--- config.mk ---
export PLATFORM = sky130hd
export DESIGN_NAME = lsmon_top
export DESIGN_NICKNAME = d
export VERILOG_FILES = /design/src/design/lsmon_pkg.sv /design/src/design/lsmon_top.sv /design/src/design/order_stall.sv /design/src/design/overlap_detect.sv
export VERILOG_INCLUDE_DIRS = /design/src /design/src/design
export SDC_FILE = /design/constraint.sdc
export NUM_CORES = 1
export LEC_CHECK = 0
export BUFFER_PORTS_ARGS = -buffer_cell sky130_fd_sc_hd__buf_2
export CAP_MARGIN = 20
export CORE_UTILIZATION = 45
export DETAILED_ROUTE_END_ITERATION = 8
export PLACE_DENSITY = 0.79
export SYNTH_ARGS = -nofsm -noshare
export SYNTH_HDL_FRONTEND = slang
export SYNTH_SLANG_ARGS = --single-unit
--- constraint.sdc ---
create_clock -name CLK -period 13.5 [get_ports CLK]
set_input_delay 0.675 -clock CLK [delete_from_list [all_inputs] [get_ports CLK]]
set_output_delay 0.675 -clock CLK [all_outputs]
set_load 0.03 [all_outputs]
--- src/design/lsmon_regs.svh ---
// Constants for the load/store block event monitor
`ifndef LSMON_REGS_SVH
`define LSMON_REGS_SVH

// Event numbers
`define EVT_LOAD_BLOCK      8'h03
`define EVT_STORE_BLOCK     8'h04

// Unit masks
`define UM_OVERLAP          8'h08
`define UM_HELD_TO_RETIRE   8'h10
`define UM_DCACHE_BLOCKED   8'h20
`define UM_SB_DRAIN         8'h01
`define UM_STORE_ORDER      8'h02

// Geometry
`define PAGE_OFS_BITS       12
`define QWORD_OFS_BITS      3
`define LINE_OFS_BITS       6

// Outstanding data-cache miss limit
`define MISS_MAX            4'h8

// Counter reset value
`define COUNT_RESET         48'h0

`endif

--- src/design/lsmon_pkg.sv ---
// Types shared by the load/store block event monitor
package lsmon_pkg;

	typedef logic [47:0] count_t;
	typedef logic [7:0]  code_t;
	typedef logic [47:0] addr_t;
	typedef logic [4:0]  size_t;   // access width in bytes, 1..16

	typedef enum logic [1:0]
	{
		ORD_IDLE,
		ORD_WAIT_OBSERVE,
		ORD_WAIT_SNOOP
	} order_state_t;

endpackage

--- src/design/lsmon_top.sv ---
// Load/store block event detection feeding one general-purpose counter
`timescale 1ns/1ns
`include "lsmon_regs.svh"
module lsmon_top
	import lsmon_pkg::*;
(
	// Clock and reset
	input  wire logic            CLK,
	input  wire logic            ARST_N,
	// Counter selection
	input  wire lsmon_pkg::code_t EVT_SEL,
	input  wire lsmon_pkg::code_t UMASK_SEL,
	input  wire logic            COUNT_EN,
	// Load being dispatched
	input  wire logic            LD_VALID,
	input  wire lsmon_pkg::addr_t LD_ADDR,
	input  wire lsmon_pkg::size_t LD_SIZE,
	input  wire logic            LD_UNCACHEABLE,
	input  wire logic            LD_PARTIAL_READ,
	// Older store it is checked against
	input  wire logic            ST_VALID,
	input  wire lsmon_pkg::addr_t ST_ADDR,
	input  wire lsmon_pkg::size_t ST_SIZE,
	input  wire logic            ST_RETIRED,
	input  wire logic            ST_COMMITTED,
	// Data cache state
	input  wire logic            MISS_ALLOC,
	input  wire logic            MISS_DONE,
	input  wire logic            LOCKED_LOAD,
	// Store pipeline state
	input  wire logic            DRAIN_SERIALIZE,
	input  wire logic            DRAIN_SYNC,
	input  wire logic            DRAIN_INT_ACK,
	input  wire logic            DRAIN_FLUSH,
	input  wire logic            STORE_ORDER_WAIT,
	input  wire logic            LINE_OBSERVED,
	input  wire logic            NEEDS_BUS_READ,
	input  wire logic            SNOOP_RESP,
	// Event levels and counter
	output logic                 LOAD_HOLD,
	output logic                 LOAD_OVERLAP_EVT,
	output logic                 LOAD_HELD_TO_RETIRE_EVT,
	output logic                 LOAD_DCACHE_BLOCKED_EVT,
	output logic                 STORE_BUFFER_DRAIN_EVT,
	output logic                 STORE_ORDER_EVT,
	output lsmon_pkg::count_t    COUNT
);
	import lsmon_pkg::*;

	// ---------------------------------------------------------------
	// Helpers
	// ---------------------------------------------------------------

	// Access crosses a cache line
	function automatic logic line_split(addr_t a, size_t s);
		addr_t last;
		begin
			last = a + {43'h0, s} - 48'd1;
			line_split = a[47:`LINE_OFS_BITS] != last[47:`LINE_OFS_BITS];
		end
	endfunction

	// ---------------------------------------------------------------
	// Overlap detection and hold
	// ---------------------------------------------------------------

	logic overlap_hit;

	overlap_detect u_overlap
	(
		.ld_addr (LD_ADDR),
		.ld_size (LD_SIZE),
		.st_addr (ST_ADDR),
		.st_size (ST_SIZE),
		.blocked (overlap_hit)
	);

	logic overlap_now;
	logic hold;
	logic next_hold;

	assign overlap_now = LD_VALID && ST_VALID && overlap_hit;

	// Held until retire and commit; a new overlap re-arms the hold
	always_comb
	begin
		next_hold = hold;
		if (hold && ST_RETIRED && ST_COMMITTED)
			next_hold = 1'b0;
		if (overlap_now)
			next_hold = 1'b1;
	end

	always_ff @(posedge CLK or negedge ARST_N)
	begin
		if (!ARST_N)
			hold <= 1'b0;
		else
			hold <= next_hold;
	end

	// ---------------------------------------------------------------
	// Outstanding data cache misses
	// ---------------------------------------------------------------

	// Every miss source arrives on MISS_ALLOC, so all count alike
	logic [3:0] misses;
	logic [3:0] next_misses;

	always_comb
	begin
		next_misses = misses;
		if (MISS_ALLOC && !MISS_DONE && misses != 4'hf)
			next_misses = misses + 4'h1;
		else if (MISS_DONE && !MISS_ALLOC && misses != 4'h0)
			next_misses = misses - 4'h1;
	end

	always_ff @(posedge CLK or negedge ARST_N)
	begin
		if (!ARST_N)
			misses <= 4'h0;
		else
			misses <= next_misses;
	end

	// ---------------------------------------------------------------
	// Event conditions
	// ---------------------------------------------------------------

	logic ev_overlap;
	logic ev_retire;
	logic ev_dcache;
	logic ev_drain;
	logic ev_order;
	logic split;

	order_stall u_order
	(
		.clk            (CLK),
		.arst_n         (ARST_N),
		.store_wait     (STORE_ORDER_WAIT),
		.line_observed  (LINE_OBSERVED),
		.needs_bus_read (NEEDS_BUS_READ),
		.snoop_resp     (SNOOP_RESP),
		.stalled        (ev_order)
	);

	// Load events fire once per blocked dispatch attempt
	always_comb
	begin
		split = LD_VALID && line_split(LD_ADDR, LD_SIZE);
		ev_overlap = overlap_now;
		ev_retire = LD_VALID && (LD_UNCACHEABLE || split);
		ev_dcache = LD_VALID && ((misses >= `MISS_MAX)
			|| split
			|| LD_PARTIAL_READ || LOCKED_LOAD);
		ev_drain = DRAIN_SERIALIZE || DRAIN_SYNC
			|| DRAIN_INT_ACK || DRAIN_FLUSH;
	end

	// ---------------------------------------------------------------
	// Selection and counting
	// ---------------------------------------------------------------

	logic   hit;
	count_t count;
	count_t next_count;

	// Both codes must match; anything else selects nothing
	always_comb
	begin
		hit = 1'b0;
		case (EVT_SEL)
			`EVT_LOAD_BLOCK:
				case (UMASK_SEL)
					`UM_OVERLAP:        hit = ev_overlap;
					`UM_HELD_TO_RETIRE: hit = ev_retire;
					`UM_DCACHE_BLOCKED: hit = ev_dcache;
					default:            hit = 1'b0;
				endcase
			`EVT_STORE_BLOCK:
				case (UMASK_SEL)
					`UM_SB_DRAIN:       hit = ev_drain;
					`UM_STORE_ORDER:    hit = ev_order;
					default:            hit = 1'b0;
				endcase
			default:
				hit = 1'b0;
		endcase
		next_count = count;
		if (COUNT_EN && hit)
			next_count = count + 48'd1;
	end

	always_ff @(posedge CLK or negedge ARST_N)
	begin
		if (!ARST_N)
			count <= `COUNT_RESET;
		else
			count <= next_count;
	end

	// ---------------------------------------------------------------
	// Outputs
	// ---------------------------------------------------------------

	// Event levels are combinational views of this cycle; LOAD_HOLD and STORE_ORDER_EVT come from registers
	assign LOAD_HOLD               = hold;
	assign LOAD_OVERLAP_EVT        = ev_overlap;
	assign LOAD_HELD_TO_RETIRE_EVT = ev_retire;
	assign LOAD_DCACHE_BLOCKED_EVT = ev_dcache;
	assign STORE_BUFFER_DRAIN_EVT  = ev_drain;
	assign STORE_ORDER_EVT         = ev_order;
	assign COUNT                   = count;

endmodule

--- src/design/order_stall.sv ---
// Store ordering stall tracker
`timescale 1ns/1ns
module order_stall
	import lsmon_pkg::*;
(
	// Clock and reset
	input  wire logic clk,
	input  wire logic arst_n,
	// Store status
	input  wire logic store_wait,
	input  wire logic line_observed,
	input  wire logic needs_bus_read,
	input  wire logic snoop_resp,
	// Stall level
	output logic      stalled
);

	order_state_t state;
	order_state_t next_state;

	// A bus-read store waits for its snoop answer, not for observation
	always_comb
	begin
		next_state = state;
		case (state)
			ORD_IDLE:
				if (store_wait)
					next_state = needs_bus_read ? ORD_WAIT_SNOOP
						: ORD_WAIT_OBSERVE;
			ORD_WAIT_OBSERVE:
				if (line_observed)
					next_state = ORD_IDLE;
			ORD_WAIT_SNOOP:
				if (snoop_resp)
					next_state = ORD_IDLE;
			default:
				next_state = ORD_IDLE;
		endcase
	end

	always_ff @(posedge clk or negedge arst_n)
	begin
		if (!arst_n)
			state <= ORD_IDLE;
		else
			state <= next_state;
	end

	assign stalled = (state != ORD_IDLE);
endmodule

--- src/design/overlap_detect.sv ---
// Overlap and aliasing checks of one load against one older store
`timescale 1ns/1ns
`include "lsmon_regs.svh"
module overlap_detect
	import lsmon_pkg::*;
(
	// Load
	input  wire addr_t ld_addr,
	input  wire size_t ld_size,
	// Older store
	input  wire addr_t st_addr,
	input  wire size_t st_size,
	// Result
	output logic       blocked
);

	// Aligned when address is a multiple of size
	function automatic logic is_aligned(addr_t a, size_t s);
		logic [4:0] m;
		begin
			m = s - 5'd1;
			is_aligned = ((a[4:0] & m) == 5'h00);
		end
	endfunction

	logic  touch;
	logic  same_page_ofs;
	logic  diff_page;
	addr_t ld_end;
	addr_t ld_last;
	addr_t st_end;

	// Byte ranges and page geometry
	always_comb
	begin
		ld_end = ld_addr + {43'h0, ld_size};
		ld_last = ld_end - 48'd1; // Last byte, so slices compare alike
		st_end = st_addr + {43'h0, st_size};
		touch = (ld_addr < st_end) && (st_addr < ld_end);
		same_page_ofs = ld_addr[`PAGE_OFS_BITS-1:0]
			== st_addr[`PAGE_OFS_BITS-1:0];
		diff_page = ld_addr[47:`PAGE_OFS_BITS]
			!= st_addr[47:`PAGE_OFS_BITS];
	end

	// Any of the blocking shapes
	always_comb
	begin
		blocked = 1'b0;
		if (touch && ld_size <= 5'd2 && ld_addr != st_addr)
			blocked = 1'b1;
		if (touch && !is_aligned(st_addr, st_size) && ld_addr != st_addr)
			blocked = 1'b1;
		if (ld_size != 5'd16 && ld_addr[47:`QWORD_OFS_BITS]
			!= ld_last[47:`QWORD_OFS_BITS])
			blocked = 1'b1;
		if (same_page_ofs && diff_page)
			blocked = 1'b1;
	end

endmodule

**Yosys cells after proc, flatten, opt, wreduce, memory -nomap -nowiden**

Cells that the tools add are included.

- Register bits after elaboration: 55
- Input port bits: 142
- Word-level logic and storage cells: 87

- Add/sub/neg operators: 7
- Order comparisons: 4
- Equal/unequal tests: 19
- Multiplexer cells: 16
- Bitwise operators: 1
- Reductions and logical operators: 36

Operator list:

| cell | number |
|---|---|
| $add A48 B5 Y48 | 2 |
| $lt A48 B48 Y1 | 2 |
| $add A48 B1 Y48 const B | 1 |
| $ne A48 B48 Y1 | 1 |
| $sub A48 B1 Y48 const B | 1 |
| $ne A45 B45 Y1 | 1 |
| $ne A42 B42 Y1 | 1 |
| $ne A36 B36 Y1 | 1 |
| $logic_and A1 B1 Y1 | 19 |
| $eq A8 B2 Y1 const B | 2 |
| $eq A12 B12 Y1 | 1 |
| $eq A8 B1 Y1 const B | 1 |
| $eq A8 B3 Y1 const B | 1 |
| $eq A8 B4 Y1 const B | 1 |
| $eq A8 B5 Y1 const B | 1 |
| $eq A8 B6 Y1 const B | 1 |
| $mux W2 | 4 |
| $mux W4 | 2 |
| $logic_or A1 B1 Y1 | 7 |
| $mux W1 | 6 |
| $ne A2 B2 Y1 const B | 3 |
| $pmux W2 S3 | 1 |
| $reduce_bool A2 Y1 | 3 |
| $and A5 B5 Y5 | 1 |
| other kinds (16) | 19 |

**Logic depth before layout (Yosys ltp)**

Gate-level depths: netlist (run 1).

- Depth in word-level cells: 13
- Mapped depth: 26
- Gate-level depth less buffers: 24

**Hierarchy**

From an unflattened synthesis (run 1), not the netlist that was laid out.

- Cell total of the unflattened synthesis: 1579
- Area total of the unflattened synthesis: 12308.1 um2

By module, submodules not included:

| module | times used | cells each | area each (um2) | sequential area each (um2) |
|---|---|---|---|---|
| lsmon_top | 1 | 959 | 7494.7 | 1326.3 |
| overlap_detect | 1 | 611 | 4708.3 | 0.0 |
| order_stall | 1 | 9 | 105.1 | 50.0 |

**Worst setup path before layout (run 1)**

Ideal clock, no wire load.

- Kind: input-to-output
- Start point: input port LD_ADDR[3]
- End point: output port LOAD_OVERLAP_EVT
- Arrival: 5.126 ns
- Slack: 7.699 ns
- Stages on the path: 19
- Cells stage by stage: ha_1 > o21a_1 > a21oi_1 > o21a_1 > or2_2 > nor3_1 > and3_1 > nor2b_1 > nand4_1 > xor2_1 > ha_1 > a21o_1 > a21o_1 > a22oi_1 > o2111ai_1 > or4_1 > nor3_1 > a211oi_2 > nor2_1

- Longest elaborated chain between the ends: 10
- Elaborated cells on any way between the ends: 19
- Those cells by class: add/sub: 2; order compare: 2; eq/ne: 3; mux: 4; reduce/logical: 8

Ends and longest elaborated chain:

| item | RTL line | RTL |
|---|---|---|
| from (decl) | lsmon_top.sv:16 | `input wire lsmon_pkg::addr_t LD_ADDR,` |
| parallel branches: the longest is 8 deep, another holds $add A48 B5 Y48 | - |  |
| $mux W1 (*) | overlap_detect.sv:57 | `if (same_page_ofs && diff_page)` |
| $logic_and A1 B1 Y1 (*) | lsmon_top.sv:82 | `assign overlap_now = LD_VALID && ST_VALID && overlap_hit;` |
| to (decl) | lsmon_top.sv:41 | `output logic LOAD_OVERLAP_EVT,` |

Mark *: on every way between the ends.

**Worst setup path in the final report (run 1)**

Ends and elaborated chain as after synthesis.

==> results of run 1 <==
## state kept, by name (all words and copies together), names as in the netlist
signal / count
COUNT: 48
LOAD_HOLD: 1
misses: 4
u_order.state: 2
## power breakdown
part / internal (mW) / switching (mW)
clock network: 0.0696 / 0.0599
registers: 0.172 / 0.00937
logic: 0.0939 / 0.122
total: 0.336 / 0.191
## final cells by class
| class | instances | area (um2) |
|---|---|---|
| Multi-Input combinational cell | 806 | 5961 |
| Timing Repair Buffer | 199 | 1006 |
| Tap cell | 216 | 270.3 |
| Clock inverter | 2 | 16.27 |
| Clock buffer | 6 | 128.9 |
| Inverter | 19 | 71.32 |
| Antenna cell | 2 | 5.005 |
| Sequential cell | 55 | 1376 |
| Fill cell | 1498 | 7223 |
## per-layer routing
layer  global-route usage (%)  part of all wire, %  vias up
li1                         -                    -     3686
met1                    30.09                   44     3510
met2                    42.61                   47      279
met3                    2.687                  5.9       48
met4                    9.804                  3.4        0
met5                        0                    0        -
## cells by family (layout without fill, tap and decap cells)
| kind of cell | count (synthesis) | in the layout | synth area share (%) |
|---|---|---|---|
| simple gates | 382 | 382 | 26.81 |
| xor+xnor | 191 | 191 | 22.59 |
| compound gates | 118 | 118 | 10.88 |
| fa+ha+maj | 110 | 110 | 18.74 |
| flops | 55 | 55 | 18.43 |
| buf+inv | 29 | 226 | 1.827 |
| mux | 5 | 5 | 0.7206 |
| other cells | 0 | 2 | 0 |
## path summary, 6_finish.rpt
path	from	endpoint	slack, ns	cells past startpoint
worst max-delay path	LD_ADDR[3]	LOAD_OVERLAP_EVT	6.64	21
worst min-delay path	COUNT[47]	COUNT[47]	0.48	1
worst max register to register	misses[3]	COUNT[33]	10.92	8
worst min register to register	COUNT[47]	COUNT[47]	0.48	1
max in group asynchronous	ARST_N	COUNT[30]	12.54	2
min in group asynchronous	ARST_N	COUNT[40]	0.49	2
## cell usage after synthesis, types with 2 or more instances
master / number
nand2_1: 87
mux2i_1: 2
nand3b_1: 5
nand3_1: 70
buf_2: 3
or3_1: 3
mux2_2: 2
nor3_1: 17
buf_6: 3
fa_1: 3
o21a_1: 11
xor2_1: 119
o21bai_1: 2
or4_1: 3
a211oi_1: 10
o22ai_1: 2
dfrtp_1: 55
a21oi_1: 27
and2_1: 2
o21ai_0: 12
nor4_1: 20
and4_1: 11
o221ai_1: 3
nand4_1: 53
inv_1: 19
a31oi_1: 7
nor2b_1: 8
xnor2_1: 71
nor2_1: 50
clkbuf_1: 3
ha_1: 107
o211ai_1: 6
a2111oi_0: 5
a21o_1: 16
o2111ai_1: 3
nand2b_1: 5
and3_1: 40
## metrics by stage
step	cells	instance area, um2	util (%)	hold WS (ns)	setup WS (ns)
finish	1305	8835	55.02	0.4774	6.644
detailed placement	1295	8685	54.08	0.4597	6.754
floorplan	890	7466	-	0.3794	7.699
CTS	1303	8830	54.99	0.4744	6.763
global route	1305	8835	55.02	0.4957	6.348
global placement	1295	8685	54.08	0.4621	6.831
## worst max-delay path, cell delays in order
cell and delay (ns):
buf_2 0.13, ha_1 0.34, o21a_1 0.16, a21oi_1 0.09
o21a_1 0.27, or2_2 0.34, nor3_1 0.84, and3_1 0.39
nor2b_1 0.27, nand4_1 0.15, xor2_1 0.17, ha_1 0.29
nand4_1 0.16, nor4_1 0.49, and3_1 0.28, a21boi_0 0.23
or4_1 0.17, nor3_1 0.07, a211oi_2 0.35, nor2_1 0.12
buf_2 0.19
==> results.sh, run 1 <==
export IMPL_timing_final_crit_share_pct=50.79
export IMPL_port_buffers=195
export IMPL_final_cell_mix="195 x buf_2, 119 x xor2_1, 107 x ha_1"
export IMPL_final_nets=1338
export IMPL_drt_initial_drc_count=445
export IMPL_drc=0
export IMPL_synth_cells=890
export IMPL_yosysWarnings=0
export IMPL_die_h_um=130.8
export IMPL_yosysUniqueCellTypes=62
export IMPL_synth_area_um2=7466
export IMPL_num_io_pins=196
export IMPL_core_area_um2=16060
export IMPL_ant_nets=0
export IMPL_start_util_pct=46.49
export IMPL_wl_mm=21.11
export IMPL_cts_htree_levels=2
export IMPL_crit_arrival_ns=6.18
export IMPL_synth_flop_cell="dfrtp_1"
export IMPL_fmax_mhz=145.8
export IMPL_post_cts_repair_setup_buffers=0
export IMPL_required_ns=12.82
export IMPL_synth_edf_count=0
export IMPL_maxSlewHeadroom_pct=31.12
export IMPL_grt_max_degree=56
export IMPL_grt_pass1_wl_mm=33.06
export IMPL_cp_max_fo=8
export IMPL_status="finished clean"
export IMPL_place_gp_congestion=0.9502
export IMPL_synth_area_leaders="dfrtp_1 18%, ha_1 18%, xor2_1 14%"
export IMPL_synth_seq_area_share_pct=18.43
export IMPL_finalHoldViolCount=0
export IMPL_layout_drive_gt1_share_pct=19.69
export IMPL_ir_drop_uv=76.32
export IMPL_synth_async_reset_ratio_pct=100.0
export IMPL_end_kind="output pin"
export IMPL_root_buffer="clkbuf_16"
export IMPL_critical_path_class="input port to output pin"
export IMPL_path_clk_slew_ns=0.07
export IMPL_p_leak_nw=4.055
export IMPL_fin_tns_setup_ns=0
export IMPL_synth_area_leader_cell="dfrtp_1"
export IMPL_yosysTopAreaCellShare_pct=18.43
export IMPL_cts_tree="done"
export IMPL_first_global_vias=7224
export IMPL_num_rows=46
export IMPL_tightest_slew_ns=1.025
export IMPL_fin_skew_ns=0.005429
export IMPL_start_kind="input port"
export IMPL_antenna_found_initial=2
export IMPL_syn_area_per_cell_um2=8.389
export IMPL_synthesis_nets=1142
export IMPL_hpwlAfterDp_mm=17.55
export IMPL_grt_remaining_overflow=0
export IMPL_clk_path_buf_depth=2
export IMPL_fin_crit_ns=6.856
export IMPL_p_total_uw=527.1
export IMPL_numCtsBuffers=5
export IMPL_ys_seq_elements=55
export IMPL_areaGrowthSynthToFinish_pct=18.33
export IMPL_layout_commonest_cell="buf_2"
export IMPL_ctsHoldBuffers=0
export IMPL_clkLatencyLatePin_ns=0.30
export IMPL_dieArea_um2=17110
export IMPL_grtUsageTotal_pct=24.22
export IMPL_p_per_area_nw_per_um2=59.66
export IMPL_wl_per_cell_um=16.17
export IMPL_setup_viol=0
export IMPL_cts_sinks=55
export IMPL_via_count=7523
export IMPL_min_path_type="flip-flop to flip-flop"
export IMPL_viasPerCell=5.765
export IMPL_rsz0062_at_grt="false"
export IMPL_drt_pass1_iterations=5
export IMPL_cts_resized=0
export IMPL_slew_violations=0
export IMPL_cap_violations=0
export IMPL_die_w_um=130.8
No activity file was read; power rests on OpenSTA's default activity.
==> inputs of run 2 (changes only) <==
--- a/config.mk
+++ b/config.mk
@@ -6,6 +6,7 @@
 export SDC_FILE = /design/constraint.sdc
 export NUM_CORES = 1
 export LEC_CHECK = 0
+export ABC_AREA = 1
 export BUFFER_PORTS_ARGS = -buffer_cell sky130_fd_sc_hd__buf_2
 export CAP_MARGIN = 20
 export CORE_UTILIZATION = 45
==> constraint.sdc (replaced) <==
create_clock -name CLK -period 5.87 [get_ports CLK]
set_input_delay 0.2935 -clock CLK [delete_from_list [all_inputs] [get_ports CLK]]
set_output_delay 0.2935 -clock CLK [all_outputs]
set_load 0.03 [all_outputs]
==> results.sh, run 2 <==
export IMPL_rr_worst_depth=11
export IMPL_clk_path_buf_depth=2
export IMPL_end_kind="output pin"
export IMPL_crit_path_frequent_cell="nand3_1"
export IMPL_synthAdderAreaFrac_pct=15.14
export IMPL_cts_sinks=55
export IMPL_clkLatencyLatePin_ns=0.29
export IMPL_instances_no_fill=1910
export IMPL_tightest_slew_ns=0.8897
export IMPL_antenna_found_initial=7
export IMPL_finalHoldViolCount=0
export IMPL_fin_crit_ns=5.521
export IMPL_crit_arrival_ns=5.23
export IMPL_r2r_setup_slack_ns=2.97
export IMPL_fin_tns_setup_ns=0
export IMPL_synth_flop_cell="dfrtp_1"
export IMPL_wl_mm=28.32
export IMPL_ir_drop_uv=103.7
export IMPL_cts_htree_levels=2
export IMPL_maxSlewHeadroom_pct=40.68
export IMPL_cpLargestDelayFamily="simple AND/OR/NAND/NOR gates"
export IMPL_grt_remaining_overflow=0
export IMPL_cap_violations=0
export IMPL_post_route_util_pct=53.03
export IMPL_p_per_area_nw_per_um2=121.8
export IMPL_path_clk_slew_ns=0.07
export IMPL_yosysUniqueCellTypes=49
export IMPL_syn_area_per_cell_um2=6.411
export IMPL_synth_compound_area_share_pct=6.176
export IMPL_cts_tree="done"
export IMPL_r2r_end="COUNT[42]"
export IMPL_fmax_mhz=181.1
export IMPL_synth_top_cells_by_count="378 x nand2_1, 190 x inv_1, 148 x xor2_1"
export IMPL_drt_pass1_iterations=5
export IMPL_largest_reg_flops=48
export IMPL_synth_simple_area_share_pct=37.72
export IMPL_numCtsBuffers=5
export IMPL_areaGrowthSynthToFinish_pct=15.78
export IMPL_place_gp_congestion=1.015
export IMPL_setup_viol=0
export IMPL_ys_seq_elements=55
export IMPL_synth_top_family_by_area="simple AND/OR/NAND/NOR gates"
export IMPL_cp_max_fo=3
export IMPL_critical_path_slowest_cell="fa_1"
export IMPL_yosysWarnings=0
export IMPL_core_area_um2=20170
export IMPL_synth_area_um2=9238
export IMPL_drt_initial_drc_count=644
export IMPL_hpwlAfterDp_mm=24.29
export IMPL_worstReg2RegStart="COUNT[0]"
export IMPL_grt_pass1_wl_mm=46.51
export IMPL_synth_edf_count=0
export IMPL_status="finished clean"
export IMPL_die_w_um=145.3
export IMPL_synth_cells=1441
export IMPL_num_rows=52
export IMPL_rsz0062_at_grt="false"
export IMPL_synth_area_leader_cell="nand2_1"
export IMPL_worst_path_stages=27
export IMPL_required_ns=5.58
export IMPL_final_nets=1885
export IMPL_crit_end="LOAD_OVERLAP_EVT"
export IMPL_drc=0
export IMPL_final_cell_mix="378 x nand2_1, 195 x buf_2, 190 x inv_1"
export IMPL_synthesis_nets=1693
export IMPL_synth_seq_area_share_pct=14.90
export IMPL_wl_per_cell_um=14.82
export IMPL_dieArea_um2=21100
export IMPL_p_total_mw=1.302
export IMPL_viasPerCell=5.419
export IMPL_setup_worst_path_start="LD_ADDR[0]"
export IMPL_critical_path_class="input port to output pin"
export IMPL_synth_area_mux_share_pct=0
export IMPL_timing_final_crit_share_pct=94.05
export IMPL_synth_async_reset_ratio_pct=100.0
export IMPL_synth_area_leaders="nand2_1 15%, dfrtp_1 15%, ha_1 14%"
export IMPL_fin_skew_ns=0.003583
export IMPL_synthXorXnorAreaFrac_pct=16.86
export IMPL_via_count=10350
export IMPL_port_buffers=195
export IMPL_path_buf_inv=6
export IMPL_placed_cells=1896
export IMPL_fillCellCount=2052
export IMPL_ctsHoldBuffers=0
export IMPL_start_util_pct=45.80
export IMPL_grtUsageTotal_pct=26.56
export IMPL_slowest_delay_ns=0.40
export IMPL_yosysTopAreaCellShare_pct=15.36
export IMPL_layout_commonest_cell="nand2_1"
export IMPL_ant_nets=0
export IMPL_yosysMostFrequentCell="nand2_1"
export IMPL_die_h_um=145.3
export IMPL_min_path_type="input port to asynchronous set/reset pin"
export IMPL_root_buffer="clkbuf_16"
export IMPL_grt_max_degree=56
export IMPL_layout_drive_gt1_share_pct=14.14
export IMPL_start_kind="input port"
export IMPL_slew_violations=0
export IMPL_p_leak_nw=5.466
export IMPL_first_global_vias=9739
export IMPL_num_io_pins=196
-- run 2: area by class of cell --
type | instances | area [um2] | area share [%]
Timing Repair Buffer | 204 | 1060 | 9.909
Inverter | 192 | 720.7 | 6.738
Clock buffer | 5 | 125.1 | 1.170
Multi-Input combinational cell | 1175 | 7017 | 65.61
Tap cell | 270 | 337.8 | 3.159
Clock inverter | 3 | 43.79 | 0.4095
Antenna cell | 6 | 15.01 | 0.1404
Sequential cell | 55 | 1376 | 12.87
-- run 2: through the flow --
stage	hold WS [ns]	cell area [um2]	setup WS [ns]
2_1_floorplan	-0.002091	9238	1.284
3_3_place_gp	0.4588	10500	0.1497
3_5_place_dp	0.4706	10500	0.1516
4_1_cts	0.1620	10670	0.3801
5_1_grt	0.1810	10690	0.02823
6_report	0.1420	10700	0.3494
-- run 2: worst min-delay path by stage --
stage / start / to / cells after the start
after floorplan: ARST_N / COUNT[0] / 0
after global placement: ARST_N / COUNT[20] / 2
after detailed placement: ARST_N / COUNT[20] / 2
after CTS: ARST_N / COUNT[23] / 2
after global routing: SNOOP_RESP / u_order.state[1] / 2
final: ARST_N / COUNT[20] / 2
-- run 2: kinds of logic after synthesis --
logic type | count (synthesis)
fa+ha+maj | 110
xor+xnor | 177
compound gates | 98
simple gates | 790
buf+inv | 211
flops | 55
-- run 2: power breakdown --
| part | internal [mW] | switching [mW] | leakage (nW) |
|---|---|---|---|
| registers | 0.397 | 0.0149 | 0.756 |
| logic | 0.215 | 0.338 | 4.63 |
| clock network | 0.201 | 0.137 | 0.0838 |
-- run 2: what timing repair did --
item | CTS | global route
endpoints found under the setup margin | 0 | 48
resized for setup | 0 | 2
setup buffers | 0 | 0
-- run 2: layer usage --
metal / GRT usage [%] / up-vias / wire, um
li1: - / 5138 / -
met3: 4.654 / 76 / 2151
met2: 45.00 / 417 / 13120
met1: 34.14 / 4713 / 12140
met5: 0 / - / 26
met4: 8.263 / 6 / 878
==> inputs of run 3 (changes only) <==
--- a/config.mk
+++ b/config.mk
@@ -11,7 +11,7 @@
 export CAP_MARGIN = 20
 export CORE_UTILIZATION = 45
 export DETAILED_ROUTE_END_ITERATION = 8
-export PLACE_DENSITY = 0.79
+export PLACE_DENSITY = 0.77
 export SYNTH_ARGS = -nofsm -noshare
 export SYNTH_HDL_FRONTEND = slang
 export SYNTH_SLANG_ARGS = --single-unit
==> constraint.sdc (replaced) <==
create_clock -name CLK -period 6.58 [get_ports CLK]
set_input_delay 0.329 -clock CLK [delete_from_list [all_inputs] [get_ports CLK]]
set_output_delay 0.329 -clock CLK [all_outputs]
set_load 0.03 [all_outputs]
==> results.sh, run 3 (synthesis results as in run 2) <==
export IMPL_core_area_um2=20170
export IMPL_cts_htree_levels=2
export IMPL_drc=0
export IMPL_min_path_type="input port to asynchronous set/reset pin"
export IMPL_fin_tns_setup_ns=0
export IMPL_die_w_um=145.3
export IMPL_grt_remaining_overflow=0
export IMPL_viasPerCell=5.342
export IMPL_postPlaceCellArea_um2=10450
export IMPL_grt_max_degree=56
export IMPL_path_buf_inv=5
export IMPL_end_kind="flip-flop"
export IMPL_rsz0062_at_grt="false"
export IMPL_final_cell_mix="378 x nand2_1, 195 x buf_2, 190 x inv_1"
export IMPL_finalHoldViolCount=0
export IMPL_slowest_delay_ns=0.46
export IMPL_maxSlewHeadroom_pct=41.24
export IMPL_required_ns=6.81
export IMPL_dieArea_um2=21100
export IMPL_first_global_vias=9525
export IMPL_layout_drive_gt1_share_pct=13.81
export IMPL_crit_path_frequent_cell="nand2_1"
export IMPL_post_cts_repair_setup_buffers=0
export IMPL_num_rows=52
export IMPL_port_buffers=195
export IMPL_cts_sinks=55
export IMPL_wl_per_cell_um=14.85
export IMPL_start_kind="input port"
export IMPL_die_h_um=145.3
export IMPL_clkLatencyLatePin_ns=0.30
export IMPL_cts_resized=0
export IMPL_numCtsBuffers=5
export IMPL_fin_skew_ns=0.008860
export IMPL_cts_tree="done"
export IMPL_fmax_mhz=176.7
export IMPL_cp_max_fo=48
export IMPL_fin_crit_ns=5.658
export IMPL_critical_path_class="input port to flip-flop"
export IMPL_ir_drop_uv=90.22
export IMPL_grtUsageTotal_pct=26.67
export IMPL_root_buffer="clkbuf_16"
export IMPL_setup_viol=0
export IMPL_status="finished clean"
export IMPL_num_io_pins=196
export IMPL_timing_final_crit_share_pct=85.99
export IMPL_path_clk_slew_ns=0.07
export IMPL_ant_nets=0
export IMPL_grt_pass1_wl_mm=46.20
export IMPL_ctsHoldBuffers=0
export IMPL_final_nets=1880
export IMPL_slew_violations=0
export IMPL_crit_arrival_ns=5.88
export IMPL_p_per_area_nw_per_um2=105.9
export IMPL_via_count=10190
export IMPL_cap_violations=0
export IMPL_critical_path_slowest_cell="nor3_1"
export IMPL_hpwlAfterDp_mm=24.31
export IMPL_areaGrowthSynthToFinish_pct=14.93
export IMPL_place_gp_congestion=1.004
export IMPL_cpLargestDelayFamily="simple AND/OR/NAND/NOR gates"
export IMPL_p_leak_nw=5.422
export IMPL_wl_mm=28.33
export IMPL_layout_commonest_cell="nand2_1"
export IMPL_largest_reg_flops=48
export IMPL_clk_path_buf_depth=2
export IMPL_drt_pass1_iterations=6
export IMPL_start_util_pct=45.80
export IMPL_drt_initial_drc_count=647
export IMPL_tightest_slew_ns=0.8814
export IMPL_antenna_found_initial=9
export IMPL_stdcell_area_um2=10620
run 3: cell types whose count changed in the layout (fill, tap and decap cells not counted), sizes merged:
cell and delta:
inv +1, buf -5, diode +2, bufinv -1
run 3: final timing paths:
path / depth (start not counted) / start / end / slack (ns)
setup / recovery: 32 / LD_ADDR[0] / COUNT[33] / 0.92
hold / removal: 2 / ARST_N / COUNT[22] / 0.16
setup reg to reg: 11 / COUNT[0] / COUNT[42] / 3.72
hold reg to reg: 1 / u_order.state[0] / u_order.state[1] / 0.48
max in group asynchronous: 2 / ARST_N / COUNT[4] / 5.95
min in group CLK: 2 / SNOOP_RESP / u_order.state[1] / 0.21
run 3: report_power, final:
part           leakage, nW  switching, mW  internal (mW)
clock network       0.0740          0.125          0.141
logic                 4.59          0.299          0.191
registers            0.756         0.0133          0.354
total                 5.42          0.438          0.686
run 3: final cells by class:
type | instances | area, um2
fillers | 2061 | 9553
clock inverters | 3 | 18.77
diodes | 8 | 20.02
flip-flops and latches | 55 | 1376
multi-input cells | 1175 | 7012
repair buffers | 199 | 1006
well taps | 270 | 337.8
clock buffers | 5 | 125.1
inverters | 192 | 720.7
run 3: per-layer routing:
metal / track usage (%) / wire (um) / vias up
met4: 6.158 / 656 / 6
met2: 45.60 / 13110 / 386
met1: 34.92 / 12360 / 4619
met5: 0 / 46 / -
li1: - / - / 5123
met3: 4.371 / 2158 / 54
run 3: through the flow:
stage               setup slack, ns  power (mW)  util, %  std cells  hold WS, ns
global placement             0.7533      0.8438    51.82       1891       0.4601
global route                 0.3485       1.213    52.57       1902       0.2207
floorplan                     1.959      0.6887        -       1441      0.03341
finish                       0.9218       1.124    52.64       1907       0.1590
CTS                          0.9197       1.125    52.54       1899       0.1934
detailed placement           0.6547      0.8599    51.82       1891       0.4723
